**config.mk**
```make
export PLATFORM = sky130hd
export DESIGN_NAME = three_phase_pwm_controller
export DESIGN_NICKNAME = d
export VERILOG_FILES = /design/src/pwm_pkg.sv /design/src/chop_gen.sv /design/src/pwm_phase_timer.sv /design/src/three_phase_pwm_controller.sv
export SDC_FILE = /design/constraint.sdc
export NUM_CORES = 1
export LEC_CHECK = 0
export ABC_AREA = 1
export BUFFER_PORTS_ARGS = -buffer_cell sky130_fd_sc_hd__buf_4
export CAP_MARGIN = 20
export CORE_MARGIN = 4
export CORE_UTILIZATION = 57
export DETAILED_ROUTE_END_ITERATION = 10
export PLACE_DENSITY = 0.84
export SLEW_MARGIN = 20
export SYNTH_ARGS = -nofsm -noshare
export SYNTH_HDL_FRONTEND = slang
export SYNTH_SLANG_ARGS = --single-unit
```
**constraint.sdc**
```tcl
create_clock -name clk_sys -period 5.94 [get_ports clk_sys]
set_input_delay 0.891 -clock clk_sys [delete_from_list [all_inputs] [get_ports clk_sys]]
set_output_delay 0.891 -clock clk_sys [all_outputs]
set_load 0.02 [all_outputs]
```
**src/pwm_pkg.sv**
```systemverilog
/*
 * Shared types and constants of the three-phase PWM controller.
 * Assumes one clock at the instruction rate and a synchronous low reset.
 */
package pwm_pkg;

    // ****************************************
    // Widths
    // ****************************************
    localparam int NUM_PHASES = 3;
    localparam int NUM_OUTS = 6;
    localparam int CNT_W = 16;
    localparam int DT_W = 10;
    localparam int CHOP_W = 8;
    localparam int WIDE_W = 18;

    // ****************************************
    // Bit positions and reset values
    // ****************************************
    localparam int MODE_DOUBLE_BIT = 6;
    localparam int STAT_TRIP_BIT = 0;
    localparam int STAT_HALF_BIT = 3;
    localparam logic [7:0] SYNC_WIDTH_RESET = 8'h27;
    localparam logic [CNT_W-1:0] HALF_PERIOD_RESET = 16'hffff;
    localparam int DT_SHIFT = 1;

    // ****************************************
    // Carriers
    // ****************************************
    typedef struct packed {
        logic [CNT_W-1:0] half_period_count;
        logic [DT_W-1:0] dead_time_count;
        logic [CNT_W-1:0] narrow_pulse_limit;
        logic [7:0] sync_width;
    } pwm_cfg_t;

    typedef struct packed {
        logic [NUM_PHASES-1:0][CNT_W-1:0] duty;
    } duty_set_t;

    typedef struct packed {
        logic [NUM_PHASES-1:0] crossover;
        logic [NUM_OUTS-1:0] enable;
    } route_t;

    typedef struct packed {
        logic [CHOP_W-1:0] chop_period;
        logic chop_high_en;
        logic chop_low_en;
    } chop_t;

endpackage

```
**src/chop_gen.sv**
```systemverilog
/*
 * High-frequency chopping carrier for pulse-transformer gate drives.
 * Assumes the instruction-rate clock and a synchronous low reset.
 */
`timescale 1ns/1ns
module chop_gen
    import pwm_pkg::*;
(
    // Clock and reset
    input wire logic clk_sys,
    input wire logic nrst,
    // Setting
    input wire logic [CHOP_W-1:0] chop_period,
    // Carrier
    output logic chop
);
    logic [CHOP_W-1:0] div;

    always_ff @(posedge clk_sys) begin
        if (!nrst) begin
            div <= '0;
            chop <= 1'b0;
        end else if (div >= chop_period) begin
            div <= '0;
            chop <= !chop;
        end else begin
            div <= div + CHOP_W'(1);
        end
    end

endmodule

```
**src/pwm_phase_timer.sv**
```systemverilog
/*
 * Centre-based edge timing of one phase with dead time and pulse deletion.
 * Assumes the half-period counter and the latched settings of the caller.
 */
`timescale 1ns/1ns
module pwm_phase_timer
    import pwm_pkg::*;
(
    // Timing base
    input wire logic [CNT_W-1:0] count,
    input wire logic second_half,
    // Latched settings
    input wire logic [CNT_W-1:0] half_period,
    input wire logic [CNT_W-1:0] duty,
    input wire logic [DT_W-1:0] dead_time,
    input wire logic [CNT_W-1:0] pulse_limit,
    // Raw pair
    output logic high_raw,
    output logic low_raw
);
    logic [WIDE_W-1:0] t;
    logic [WIDE_W-1:0] tm;
    logic [WIDE_W-1:0] d;
    logic [WIDE_W-1:0] dt;
    logic [WIDE_W-1:0] pd;
    logic [WIDE_W-1:0] off_len;
    logic high_narrow;
    logic low_narrow;

    assign t = WIDE_W'(count);
    assign tm = WIDE_W'(half_period);
    assign d = (WIDE_W'(duty) > tm) ? tm : WIDE_W'(duty);
    assign dt = WIDE_W'(dead_time) << DT_SHIFT;
    assign pd = WIDE_W'(pulse_limit);
    assign off_len = tm - d;
    assign high_narrow = d < (dt + pd);
    assign low_narrow = off_len < (dt + pd);

    always_comb begin
        if (second_half) begin
            high_raw = (t < d) && !high_narrow;
            low_raw = (t >= d + dt) && !low_narrow;
        end else begin
            high_raw = (t >= off_len + dt) && !high_narrow;
            low_raw = (t < off_len) && !low_narrow;
        end
    end

endmodule

```
**src/three_phase_pwm_controller.sv**
```systemverilog
/*
 * Three-phase centre-based PWM controller: timing unit, output routing,
 * chopping, sync pulse generation and shutdown control.
 * Assumes settings arrive as plain ports synchronous to clk_sys.
 */
// Summary of operation
// - Six active-high outputs in three pairs
// - Period, dead time, pulse deletion are programmable
// - One duty value per phase, independent
// - Each output has its own enable
// - Crossover swaps high and low of pair
// - Eight-bit field sets chopping frequency
// - Separate chop enables for high, low
// - Single mode loads once per period
// - Double mode also loads at midpoint
// - Mode bit six selects single or double
// - Sync pulse at every period start
// - Double mode adds midpoint sync pulse
// - Sync width programmable by its setting
// - Trip low forces all outputs off
// - Trip gating uses no clocked logic
// - Software trip turns all outputs off
// - Status shows trip level, and half in double mode
// - Three shutdown sources reset timing unit
// - Runs at the instruction clock rate
// - Sync and shutdown events raise interrupts
// - Sixteen-bit timing unit, centre-based pairs
// - Duty values are sixteen bits wide
// - Period value counts half a period
// - Dead time is value times two ticks
// - Sync lasts width plus one, reset 0x27
// - Half bit clear first, set second in double mode; always clear in single mode
`timescale 1ns/1ns
module three_phase_pwm_controller
    import pwm_pkg::*;
(
    // Clock and reset
    input wire logic clk_sys,
    input wire logic nrst,
    // Settings
    input wire pwm_pkg::pwm_cfg_t cfg,
    input wire pwm_pkg::duty_set_t duty_in,
    input wire pwm_pkg::route_t output_route_enable,
    input wire pwm_pkg::chop_t chop_control,
    input wire logic [7:0] mode_control,
    // Shutdown
    input wire logic trip_in_n,
    input wire logic analog_trip,
    input wire logic software_trip,
    input wire logic shutdown_clear,
    // Gate drives
    output logic phase_a_high_out,
    output logic phase_a_low_out,
    output logic phase_b_high_out,
    output logic phase_b_low_out,
    output logic phase_c_high_out,
    output logic phase_c_low_out,
    // Sync, status, interrupts
    output logic sync_pulse,
    output logic [7:0] system_status,
    output logic irq_sync,
    output logic irq_trip
);
    import pwm_pkg::*;

    // ****************************************
    // Declarations
    // ****************************************
    pwm_cfg_t cfg_s;
    duty_set_t duty_s;
    route_t route_s;
    logic [CNT_W-1:0] count;
    logic second_half;
    logic start_pending;
    logic last_tick;
    logic load_now;
    logic double_mode;
    logic [8:0] sync_left;
    logic shut;
    logic shut_req;
    logic [NUM_OUTS-1:0] raw;
    logic [NUM_OUTS-1:0] routed;
    logic [NUM_OUTS-1:0] gate_q;
    logic chop;

    // ****************************************
    // Shutdown control
    // ****************************************
    assign shut_req = !trip_in_n || analog_trip || software_trip;

    always_ff @(posedge clk_sys) begin
        if (!nrst) begin
            shut <= 1'b0;
        end else if (shut_req) begin
            shut <= 1'b1;
        end else if (shutdown_clear) begin
            shut <= 1'b0;
        end
    end

    // ****************************************
    // Half-period counter
    // ****************************************
    assign double_mode = mode_control[MODE_DOUBLE_BIT];
    assign last_tick = (17'(count) + 17'd1) >= 17'(cfg_s.half_period_count);
    assign load_now = start_pending || (last_tick && (second_half || double_mode));

    always_ff @(posedge clk_sys) begin
        if (!nrst || shut) begin
            count <= '0;
            second_half <= 1'b0;
            start_pending <= 1'b1;
        end else if (start_pending) begin
            start_pending <= 1'b0;
        end else if (last_tick) begin
            count <= '0;
            second_half <= !second_half;
        end else begin
            count <= count + CNT_W'(1);
        end
    end

    // ****************************************
    // Shadow settings
    // ****************************************
    always_ff @(posedge clk_sys) begin
        if (!nrst) begin
            cfg_s.half_period_count <= HALF_PERIOD_RESET;
            cfg_s.dead_time_count <= '0;
            cfg_s.narrow_pulse_limit <= '0;
            cfg_s.sync_width <= SYNC_WIDTH_RESET;
            duty_s <= '0;
            route_s <= '0;
        end else if (load_now) begin
            cfg_s <= cfg;
            duty_s <= duty_in;
            route_s <= output_route_enable;
        end
    end

    // ****************************************
    // Sync pulse
    // ****************************************
    always_ff @(posedge clk_sys) begin
        if (!nrst || shut) begin
            sync_left <= '0;
            sync_pulse <= 1'b0;
        end else if (load_now) begin
            sync_left <= 9'(cfg.sync_width);
            sync_pulse <= 1'b1;
        end else if (sync_left != '0) begin
            sync_left <= sync_left - 9'd1;
        end else begin
            sync_pulse <= 1'b0;
        end
    end

    // ****************************************
    // Interrupts and status
    // ****************************************
    always_ff @(posedge clk_sys) begin
        if (!nrst) begin
            irq_sync <= 1'b0;
            irq_trip <= 1'b0;
        end else begin
            irq_sync <= load_now && !shut;
            irq_trip <= shut_req && !shut;
        end
    end

    always_ff @(posedge clk_sys) begin
        if (!nrst) begin
            system_status <= '0;
        end else begin
            system_status <= '0;
            system_status[STAT_TRIP_BIT] <= trip_in_n;
            system_status[STAT_HALF_BIT] <= double_mode && second_half;
        end
    end

    // ****************************************
    // Timing unit, routing and chopping
    // ****************************************
    chop_gen u_chop (
        .clk_sys(clk_sys),
        .nrst(nrst),
        .chop_period(chop_control.chop_period),
        .chop(chop)
    );

    generate
        for (genvar p = 0; p < NUM_PHASES; p++) begin : g_phase
            pwm_phase_timer u_timer (
                .count(count),
                .second_half(second_half),
                .half_period(cfg_s.half_period_count),
                .duty(duty_s.duty[p]),
                .dead_time(cfg_s.dead_time_count),
                .pulse_limit(cfg_s.narrow_pulse_limit),
                .high_raw(raw[2*p]),
                .low_raw(raw[2*p+1])
            );
            // Crossover swaps the pair, then enables and chopping apply
            assign routed[2*p] = route_s.crossover[p] ? raw[2*p+1] : raw[2*p];
            assign routed[2*p+1] = route_s.crossover[p] ? raw[2*p] : raw[2*p+1];

            always_ff @(posedge clk_sys) begin
                if (!nrst || shut || start_pending) begin
                    gate_q[2*p] <= 1'b0;
                    gate_q[2*p+1] <= 1'b0;
                end else begin
                    gate_q[2*p] <= routed[2*p] && route_s.enable[2*p]
                        && (chop || !chop_control.chop_high_en);
                    gate_q[2*p+1] <= routed[2*p+1] && route_s.enable[2*p+1]
                        && (chop || !chop_control.chop_low_en);
                end
            end
        end
    endgenerate

    // ****************************************
    // Output gating by the trip pin
    // ****************************************
    // Combinational so that a stopped clock still turns the drives off
    assign phase_a_high_out = gate_q[0] && trip_in_n;
    assign phase_a_low_out = gate_q[1] && trip_in_n;
    assign phase_b_high_out = gate_q[2] && trip_in_n;
    assign phase_b_low_out = gate_q[3] && trip_in_n;
    assign phase_c_high_out = gate_q[4] && trip_in_n;
    assign phase_c_low_out = gate_q[5] && trip_in_n;

    // ****************************************
    // Assertions
    // ****************************************
    logic [8:0] sync_len;
    logic [8:0] sync_len_want;

    always_ff @(posedge clk_sys) begin
        if (!nrst) begin
            sync_len <= '0;
            sync_len_want <= '0;
        end else if (load_now && !shut) begin
            sync_len <= 9'd1;
            sync_len_want <= 9'(cfg.sync_width) + 9'd1;
        end else if (sync_pulse) begin
            sync_len <= sync_len + 9'd1;
        end
    end
endmodule

```
* Yosys cells after proc, flatten, opt, wreduce, memory -nomap -nowiden *
Index checks and enable logic that the tools add are counted.

word-level totals
  word-level logic and storage cells = 148
  output and inout port bits = 17
  bits in registers = 153

operators by class
  add/sub/neg operators = 14
  bitwise logic cells = 2
  reduce and logical (&&, ||, !) cells = 61
  order comparisons = 23
  equality and inequality tests = 1
  mux-type cells = 23

operators with widths
  operator                 number
  $add A18 B11 Y18         6
  $ge A16 B18 Y1           6
  $lt A16 B18 Y1           6
  $lt A18 B18 Y1           6
  $mux W16                 4
  $sub A16 B18 Y18         3
  $gt A16 B16 Y1           3
  $logic_and A1 B1 Y1      34
  $add A11 B16 Y17         1
  $add A16 B1 Y17 const B  1
  $ge A17 B16 Y1           1
  $mux W1                  17
  $add A16 B1 Y16 const B  1
  $mux W8                  2
  $logic_not A1 Y1         13
  $reduce_bool A9 Y1       1
  $sub A9 B1 Y9 const B    1
  $add A8 B1 Y8 const B    1
  $ge A8 B8 Y1             1
  $logic_or A1 B1 Y1       8
  $reduce_bool A2 Y1       2
  $reduce_or A2 Y1         2
  $ne A2 B2 Y1 const B     1
  $not A1 Y1               2
  $reduce_and A2 Y1        1

* Depth between registers and ports, before layout *
Gate-level depths: netlist of the first run.

  word-level depth = 10
  depth in mapped cells = 51

* Cells and area by module *
From an unflattened synthesis of the first run, not the netlist that was laid out.

second synthesis, totals
  cell total of the unflattened synthesis = 3321
  area, all modules = 22290.1 µm²

modules (own cells, without submodules)
  module                                 cells an instance  instances  area an instance (µm²)  seq. area each (µm²)
  three_phase_pwm_controller             775                1          5771.8                  2762.6
  pwm_phase_timer at g_phase[0].u_timer  816                1          5341.4                  0.0
  pwm_phase_timer at g_phase[2].u_timer  837                1          5292.6                  0.0
  pwm_phase_timer at g_phase[1].u_timer  816                1          5290.1                  0.0
  chop_gen                               77                 1          594.3                   180.2

* Worst setup path after synthesis of the first run *
No wires, ideal clock.

  path kind = reg-to-reg
  from = reg cfg_s[35] (netlist bit)
  to = reg gate_q[0]
  path slack = -0.298 ns
  buffers on the path = 2
  stages on the path, launching flop included = 47
  clock period less this slack = 6.238 ns
  arrival = 6.129 ns
  cell sequence = dfxtp_1 > inv_1 > ha_1 > inv_1 > nor2_1 > nor2_1 > o21a_1 > o221ai_1 > nand2_1 > o2111ai_1 > nand2_1 > clkbuf_1 > clkbuf_1 > nand2_1 > o21ai_0 > inv_1 > fa_1 > a21oi_1 > (+11 left out) > nand2_1 > a21oi_1 > nor2_1 > nand2_1 > xor2_1 > ha_1 > nand2_1 > nor2_1 > a211oi_1 > nand2_1 > nand3_1 > a22oi_1 > nand3_1 > nand2_1 > nand3_1 > nand2_1 > nand2_1 > inv_1

on the way
  longest elaborated chain between the ends = 10
  elaborated cells between the ends (all ways) = 22
  classes of those cells = add/sub: 3; order compare: 7; mux: 4; reduce/logical: 8

ends and longest elaborated chain
  what                                                RTL line                                                             text
  start, declared                                     three_phase_pwm_controller.sv:69                                     pwm_cfg_t cfg_s;
  start signal, assigned                              three_phase_pwm_controller.sv:135                                    cfg_s <= cfg;
  $gt A16 B16 Y1                                      pwm_phase_timer.sv:32                                                assign d = (WIDE_W'(duty) > tm) ? tm : WIDE_W'(duty);
  $mux W16                                            pwm_phase_timer.sv:32
  $sub A16 B18 Y18                                    pwm_phase_timer.sv:35                                                assign off_len = tm - d;
  $add A18 B11 Y18 or $lt A18 B18 Y1 (tied branches)  pwm_phase_timer.sv:44, pwm_phase_timer.sv:37
  $ge A16 B18 Y1 or $logic_not A1 Y1 (tied branches)  pwm_phase_timer.sv:44, pwm_phase_timer.sv:42, pwm_phase_timer.sv:45
  $logic_and A1 B1 Y1, on equally long branches       pwm_phase_timer.sv:44, pwm_phase_timer.sv:42, pwm_phase_timer.sv:45
  $mux W1                                             pwm_phase_timer.sv:40                                                if (second_half) begin
  $mux W1 *                                           three_phase_pwm_controller.sv:204                                    assign routed[2*p] = route_s.crossover[p] ? raw[2*p+1] : raw[2*p];
  $logic_and A1 B1 Y1 *                               three_phase_pwm_controller.sv:212                                    gate_q[2*p] <= routed[2*p] && route_s.enable[2*p]
  $logic_and A1 B1 Y1 *                               three_phase_pwm_controller.sv:213                                    && (chop || !chop_control.chop_high_en);
  end signal, assigned by index                       three_phase_pwm_controller.sv:212
  end signal, assigned by index                       three_phase_pwm_controller.sv:214                                    gate_q[2*p+1] <= routed[2*p+1] && route_s.enable[2*p+1]
  end, declared                                       three_phase_pwm_controller.sv:83                                     logic [NUM_OUTS-1:0] gate_q;

Mark *: on every way between the ends. The rest lies on a longest branch, timed or not.
A chain may end at the register's enable or synchronous reset.

* Worst setup path in the final report of the first run *
  from = reg cfg_s[45] (netlist bit)
  to = reg gate_q[1]

on the way
  longest elaborated chain between the ends = 10
  elaborated cells between the ends (all ways) = 22
  classes of those cells = add/sub: 3; order compare: 7; mux: 4; reduce/logical: 8

ends and longest elaborated chain
  what                                                RTL line                                                             text
  $gt A16 B16 Y1                                      pwm_phase_timer.sv:32
  $mux W16                                            pwm_phase_timer.sv:32
  $sub A16 B18 Y18                                    pwm_phase_timer.sv:35
  $add A18 B11 Y18 or $lt A18 B18 Y1 (tied branches)  pwm_phase_timer.sv:44, pwm_phase_timer.sv:37
  $ge A16 B18 Y1 or $logic_not A1 Y1 (tied branches)  pwm_phase_timer.sv:44, pwm_phase_timer.sv:42, pwm_phase_timer.sv:45
  $logic_and A1 B1 Y1, on equally long branches       pwm_phase_timer.sv:44, pwm_phase_timer.sv:42, pwm_phase_timer.sv:45
  $mux W1                                             pwm_phase_timer.sv:40
  $mux W1 *                                           three_phase_pwm_controller.sv:205                                    assign routed[2*p+1] = route_s.crossover[p] ? raw[2*p] : raw[2*p+1];
  $logic_and A1 B1 Y1 *                               three_phase_pwm_controller.sv:214
  $logic_and A1 B1 Y1 *                               three_phase_pwm_controller.sv:215                                    && (chop || !chop_control.chop_low_en);

Marked as above.

==> metrics, run 1 <==
status=finished, violations left; failing checks=negative setup slack; fin util=74.13%; pwr dens=approximately 260 nW/um2; first-pass GRT wire length=111800 um; DR WL/cell=19.49 um; num rows=between 60 and 70; Layout area overhead=28.44%; area post-placement=approximately 24000 um2; DRT Wirelength=73900 um; share of cells above drive strength 1=23.14%; H-tree depth=4; syn avg cell area=6.995 um2; ranking of synthesized cells by area=ha_1, dfxtp_1, nand2_1, a21oi_1, inv_1; TritonCTS clock tree=yes; CP endpoint=gate_q[1]$_SDFF_PP0_; EDFF count, synth=0; RSZ-0062 raised after global routing=yes; Reg2Reg Setup Slack=-360 ps; CP max FO=4; First DRT Iteration DRCs=1965; GP Congestion=between 1 and 1.5; reg2reg end=gate_q[1]$_SDFF_PP0_; Most common cell on crit path=nand2_1; antenna viol nets, final=0; number of global-route vias before repair=22320; Post-layout nets=3927; setup TNS=-1023 ps; clk sink count=approximately 150; crit path time final=around 6300 ps; post-synth top area share=29.19%; hold depth=2; clk_skew=between 15 and 20 ps; Final Max Tran Viols=0; Seq/Total Area, Yosys=14.80%; post-synthesis register bit count=147; Synth area leader=ha_1; R2R depth=44; Max-Cap Viols=0; Core ar.=34460 um2; die area=37940 um2; Residual DRC=0; Most used DFF post-synth=dfxtp_1; Data arrival, critical path=6680 ps; Antenna diodes=0; synthesized instance count=2843; Post-synth ARST share=0%; DP HPWL=57150 um; YS warnings=0; Synth cell types=65; Max clock buf depth=2; PnR worst setup slack=-355.5 ps; FF/Latch Area=2948 um2; clk slew on worst S/H paths=approximately 60 ps; Total Power=around 6.6 mW; Finished Cell Area=25540 um2; WS Path Type=register to register; Crit. End Element=register; Rel. slew slack=31.83%; worst skew pair latency=440 ps; Via density=5.938; Port Buffers=134; total CTS buffers=17; DR vias=~23000; final period utilization=106.0%; Filler cells=approximately 2600; IO Pins=148; Worst Setup Start Kind=register; Least-Margin Pin Slew=1021 ps; chip width=194.8 um; Fin. Hold Viols=0; grt ovf=0; die height=194.8 um; total track usage=around 36%; CP max-delay cell=fa_2; max frequency=158.8 MHz; area of the multi-input gates=16000 um2; VDD IR-drop max=0.2829 mV; dpl ws=-763.8 ps; DR pass1 iterations=6; final number of setup-violating endpoints=4; leakage=13.39 nW; initial antenna violation count=0; initial core utilization=57.71%; Hold Path Class=register to register; CP Launch Point=cfg_s[45]$_SDFFE_PN1P_; largest net degree at the start of global routing=96; Synth Cell Area=19890 um2; Worst path max stage delay=360 ps; Worst R2R Start=cfg_s[45]$_SDFFE_PN1P_; root buf cell=clkbuf_16; worst path required time=approximately 6300 ps
[stage by stage]
step                      std cells  hold slack [ps]
after floorplan                2848            422.5
after global placement         3722            438.2
after detailed placement       3722            442.0
after CTS                      3783            449.4
after global routing           3791            484.3
final                          3791            450.3
[logic make-up (layout without fill, tap and decap cells)]
| kind of cell | count (synthesis) | in the layout | share of synthesized area, % |
|---|---|---|---|
| compound gates | 694 | 694 | 19.65 |
| xor+xnor | 142 | 142 | 6.367 |
| fa+ha+maj | 473 | 473 | 30.10 |
| buf+inv | 457 | 945 | 8.959 |
| flops | 147 | 147 | 14.80 |
| other cells | 1 | 6 | 0.01886 |
| simple gates | 929 | 929 | 20.11 |
[power by group]
group	switching, mW	internal [mW]
clock network	0.474	0.609
registers	0.0560	1.05
logic	2.46	1.94
[worst min-delay path by stage]
stage / start / end / slack (ps)
floorplan: u_chop.chop$_SDFFE_PN0P_ / u_chop.chop$_SDFFE_PN0P_ / 420
global placement: u_chop.chop$_SDFFE_PN0P_ / u_chop.chop$_SDFFE_PN0P_ / 440
detailed placement: u_chop.chop$_SDFFE_PN0P_ / u_chop.chop$_SDFFE_PN0P_ / 440
CTS: u_chop.chop$_SDFFE_PN0P_ / u_chop.chop$_SDFFE_PN0P_ / 450
global route: route_s[4]$_SDFFE_PN0P_ / gate_q[4]$_SDFF_PP0_ / 480
finish: route_s[4]$_SDFFE_PN0P_ / gate_q[4]$_SDFF_PP0_ / 450
[Yosys cell counts (all sizes together) (2+ instances only)]
cell type	count
o221ai	4
a211o	2
a211oi	14
buf	20
nand2	482
fa	9
nand3	83
nor4	6
nor3	34
nor2	265
or2	3
o221a	3
nand4	43
o22ai	2
o21a	7
or3	2
o31ai	10
dfxtp	147
o41ai	2
and3	4
o21bai	35
clkbuf	39
nand3b	5
o2111ai	8
a21boi	9
a21o	17
o211ai	7
ha	464
o21ai	247
xnor2	24
inv	397
a22oi	2
a21oi	313
xor2	118
a2111oi	2
a31oi	5
[state kept, by name, indices dropped and copies added (netlist names), 2 cells and up]
register / cells
cfg_s: 42
count: 16
duty_s: 48
gate_q: 6
route_s: 9
sync_left: 9
system_status: 2
u_chop.div: 8
[timing repair]
| action | CTS | global route |
|---|---|---|
| hold buffers | 0 | 0 |
| pin swaps | 42 | 72 |
| gates cloned | 0 | 2 |
| setup endpoints to repair | 6 | 6 |
| buffers inserted | 29 | 6 |
| hold endpoints to repair | 0 | 0 |
| resized for setup | 84 | 123 |
[layout make-up]
| cell class | instances | area share, % |
|---|---|---|
| timing repair buffer | 515 | 15.47 |
| sequential | 147 | 11.54 |
| clock inverter | 11 | 0.4555 |
| tap | 455 | 2.229 |
| inverter | 398 | 5.883 |
| clock buffer | 21 | 1.803 |
| multi-input combinational | 2244 | 62.62 |
[placed cells by master, fill, tap and decap left out, types with 43 or more instances in the layout]
cell | synthesis | final
nand4_1 | 43 | 43
nand2_1 | 461 | 444
o21ai_0 | 225 | 192
xor2_1 | 115 | 106
inv_1 | 389 | 367
dfxtp_1 | 147 | 143
nand3_1 | 74 | 63
buf_4 | 7 | 504
a21oi_1 | 306 | 284
ha_1 | 464 | 444
nor2_1 | 257 | 252
[critical path, delay by kind of cell (launching register included)]
| kind | cells | cell delay (ps) |
|---|---|---|
| AO/OA/AOI/OAI | 15 | 2030 |
| XOR/XNOR | 2 | 310 |
| adder cells (fa/ha/maj) | 5 | 1420 |
| buffers and inverters | 9 | 950 |
| flip-flops | 1 | 330 |
| AND/OR/NAND/NOR | 13 | 1220 |
[per-layer routing]
metal,up-vias,part of all wire (%),global-route usage (%)
li1,10590,-,-
met1,10450,40,46.43
met2,1171,45,59.31
met3,307,9.0,4.767
met4,0,6.7,20.51
met5,-,0,0
Note: power is estimated with default switching activity, not from simulation.
==> inputs of run 2 (changes only) <==
SKIP_CTS_REPAIR_TIMING = 1   (was unset)
==> metrics, run 2 (synthesis gave the netlist of run 1 again) <==
Residual DRC=0; fin util=72.74%; Final Max Tran Viols=0; worst skew pair latency=440 ps; DP HPWL=57150 um; PnR worst setup slack=-401.5 ps; Port Buffers=~130; Non-Filler Instances=3765; DR pass1 iterations=8; final period utilization=106.8%; Core ar.=roughly 34000 um2; initial antenna violation count=0; CP max FO=4; Finished Cell Area=25070 um2; Crit. End Element=register; die area=37940 um2; total track usage=~35%; final number of setup-violating endpoints=4; DR vias=between 20000 and 25000; Most Crowded Layer GR=met2; GP Congestion=1.001; number of global-route vias before repair=21810; pwr dens=254.3 nW/um2; Total Power=6.373 mW; DR WL/cell=18.96 um; DRT Wirelength=71390 um; area post-placement=23820 um2; total CTS buffers=17; grt ovf=0; grt met3 use=4.160%; Via density=5.845; num rows=68; clk sink count=147; first-pass GRT wire length=around 110000 um; Data arrival, critical path=6680 ps; antenna viol nets, final=0; met2 usage=58.03%; WS Path Type=register to register; clk slew on worst S/H paths=70 ps; CP max-delay cell=fa_2; Antenna diodes=0; Least-Margin Pin Slew=between 1000 and 1500 ps; H-tree depth=4; First DRT Iteration DRCs=about 1800; Post-layout nets=3901; Rel. slew slack=29.54%; chip width=194.8 um; Layout area overhead=26.04%; Hold Path Class=register to register; Max clock buf depth=2; TritonCTS clock tree=yes; share of cells above drive strength 1=21.03%; worst path required time=6280 ps; biggest regs=duty_s: 48 flops, cfg_s: 42 flops, count: 16 flops; Top reg by flops=duty_s; final hold slack=between 400 and 500 ps; crit path time final=6342 ps; dpl ws=-763.8 ps; status=finished, violations left; max frequency=157.7 MHz; Largest register FFs=between 40 and 50; initial core utilization=between 50 and 60%; failing checks=negative setup slack; setup TNS=-1168 ps; IO Pins=148; RSZ-0062 raised after global routing=yes; clk_skew=14.47 ps; leakage=between 10 and 15 nW; largest net degree at the start of global routing=96; Worst Setup Start Kind=register; Most common cell on crit path=nand2_1; root buf cell=clkbuf_16; Filler cells=around 2700; die height=~200 um; Max-Cap Viols=0; Placed Instances=3722; most common cell after layout, fill and taps aside=buf_4; Worst path max stage delay=360 ps; most frequent cells in the layout=buf_4, ha_1, nand2_1, inv_1, a21oi_1; grt met1 use=45.93%; VDD IR-drop max=~0.29 mV; Fin. Hold Viols=0
[run 2: power by group]
group,internal [mW],leakage (nW),switching [mW]
Clock,0.609,0.274,0.468
Combinational,1.83,11.8,2.36
Sequential,1.05,1.22,0.0547
Total,3.49,13.3,2.88
[run 2: final timing paths]
check                             endpoint  cells after the start                startpoint  slack [ps]
setup reg to reg      gate_q[1]$_SDFF_PP0_                     41    cfg_s[45]$_SDFFE_PN1P_        -400
hold / removal    u_chop.chop$_SDFFE_PN0P_                      1  u_chop.chop$_SDFFE_PN0P_         450
hold reg to reg   u_chop.chop$_SDFFE_PN0P_                      1  u_chop.chop$_SDFFE_PN0P_         450
setup / recovery      gate_q[1]$_SDFF_PP0_                     41    cfg_s[45]$_SDFFE_PN1P_        -400
[run 2: worst max-delay path, delay by kind of cell, from the launching register on]
family / cells / cell delay, ps
AOI/OAI and AO/OA: 12 / 1830
xor gates and xnor gates: 2 / 410
adders and majority gates: 5 / 1450
buffers and inverters: 6 / 540
DFF: 1 / 330
and+or+nand+nor: 16 / 1700
[run 2: final cells by class]
| type | instances | area [um2] | share of cell area [%] |
|---|---|---|---|
| multi-input combinational | 2244 | 15730 | 62.76 |
| timing repair buffer | 489 | 3741 | 14.93 |
| sequential | 147 | 2945 | 11.75 |
| inverter | 398 | 1503 | 5.995 |
| tap | 455 | 569.3 | 2.271 |
| clock buffer | 21 | 460.4 | 1.837 |
| clock inverter | 11 | 116.4 | 0.4642 |
[run 2: routing by layer]
metal | part of all wire (%) | up-vias | wire length, um
li1 | - | 10540 | -
met1 | 41 | 10240 | 29430
met2 | 45 | 982 | 31840
met3 | 7.9 | 248 | 5673
met4 | 6.2 | 0 | 4453
met5 | 0 | - | 0
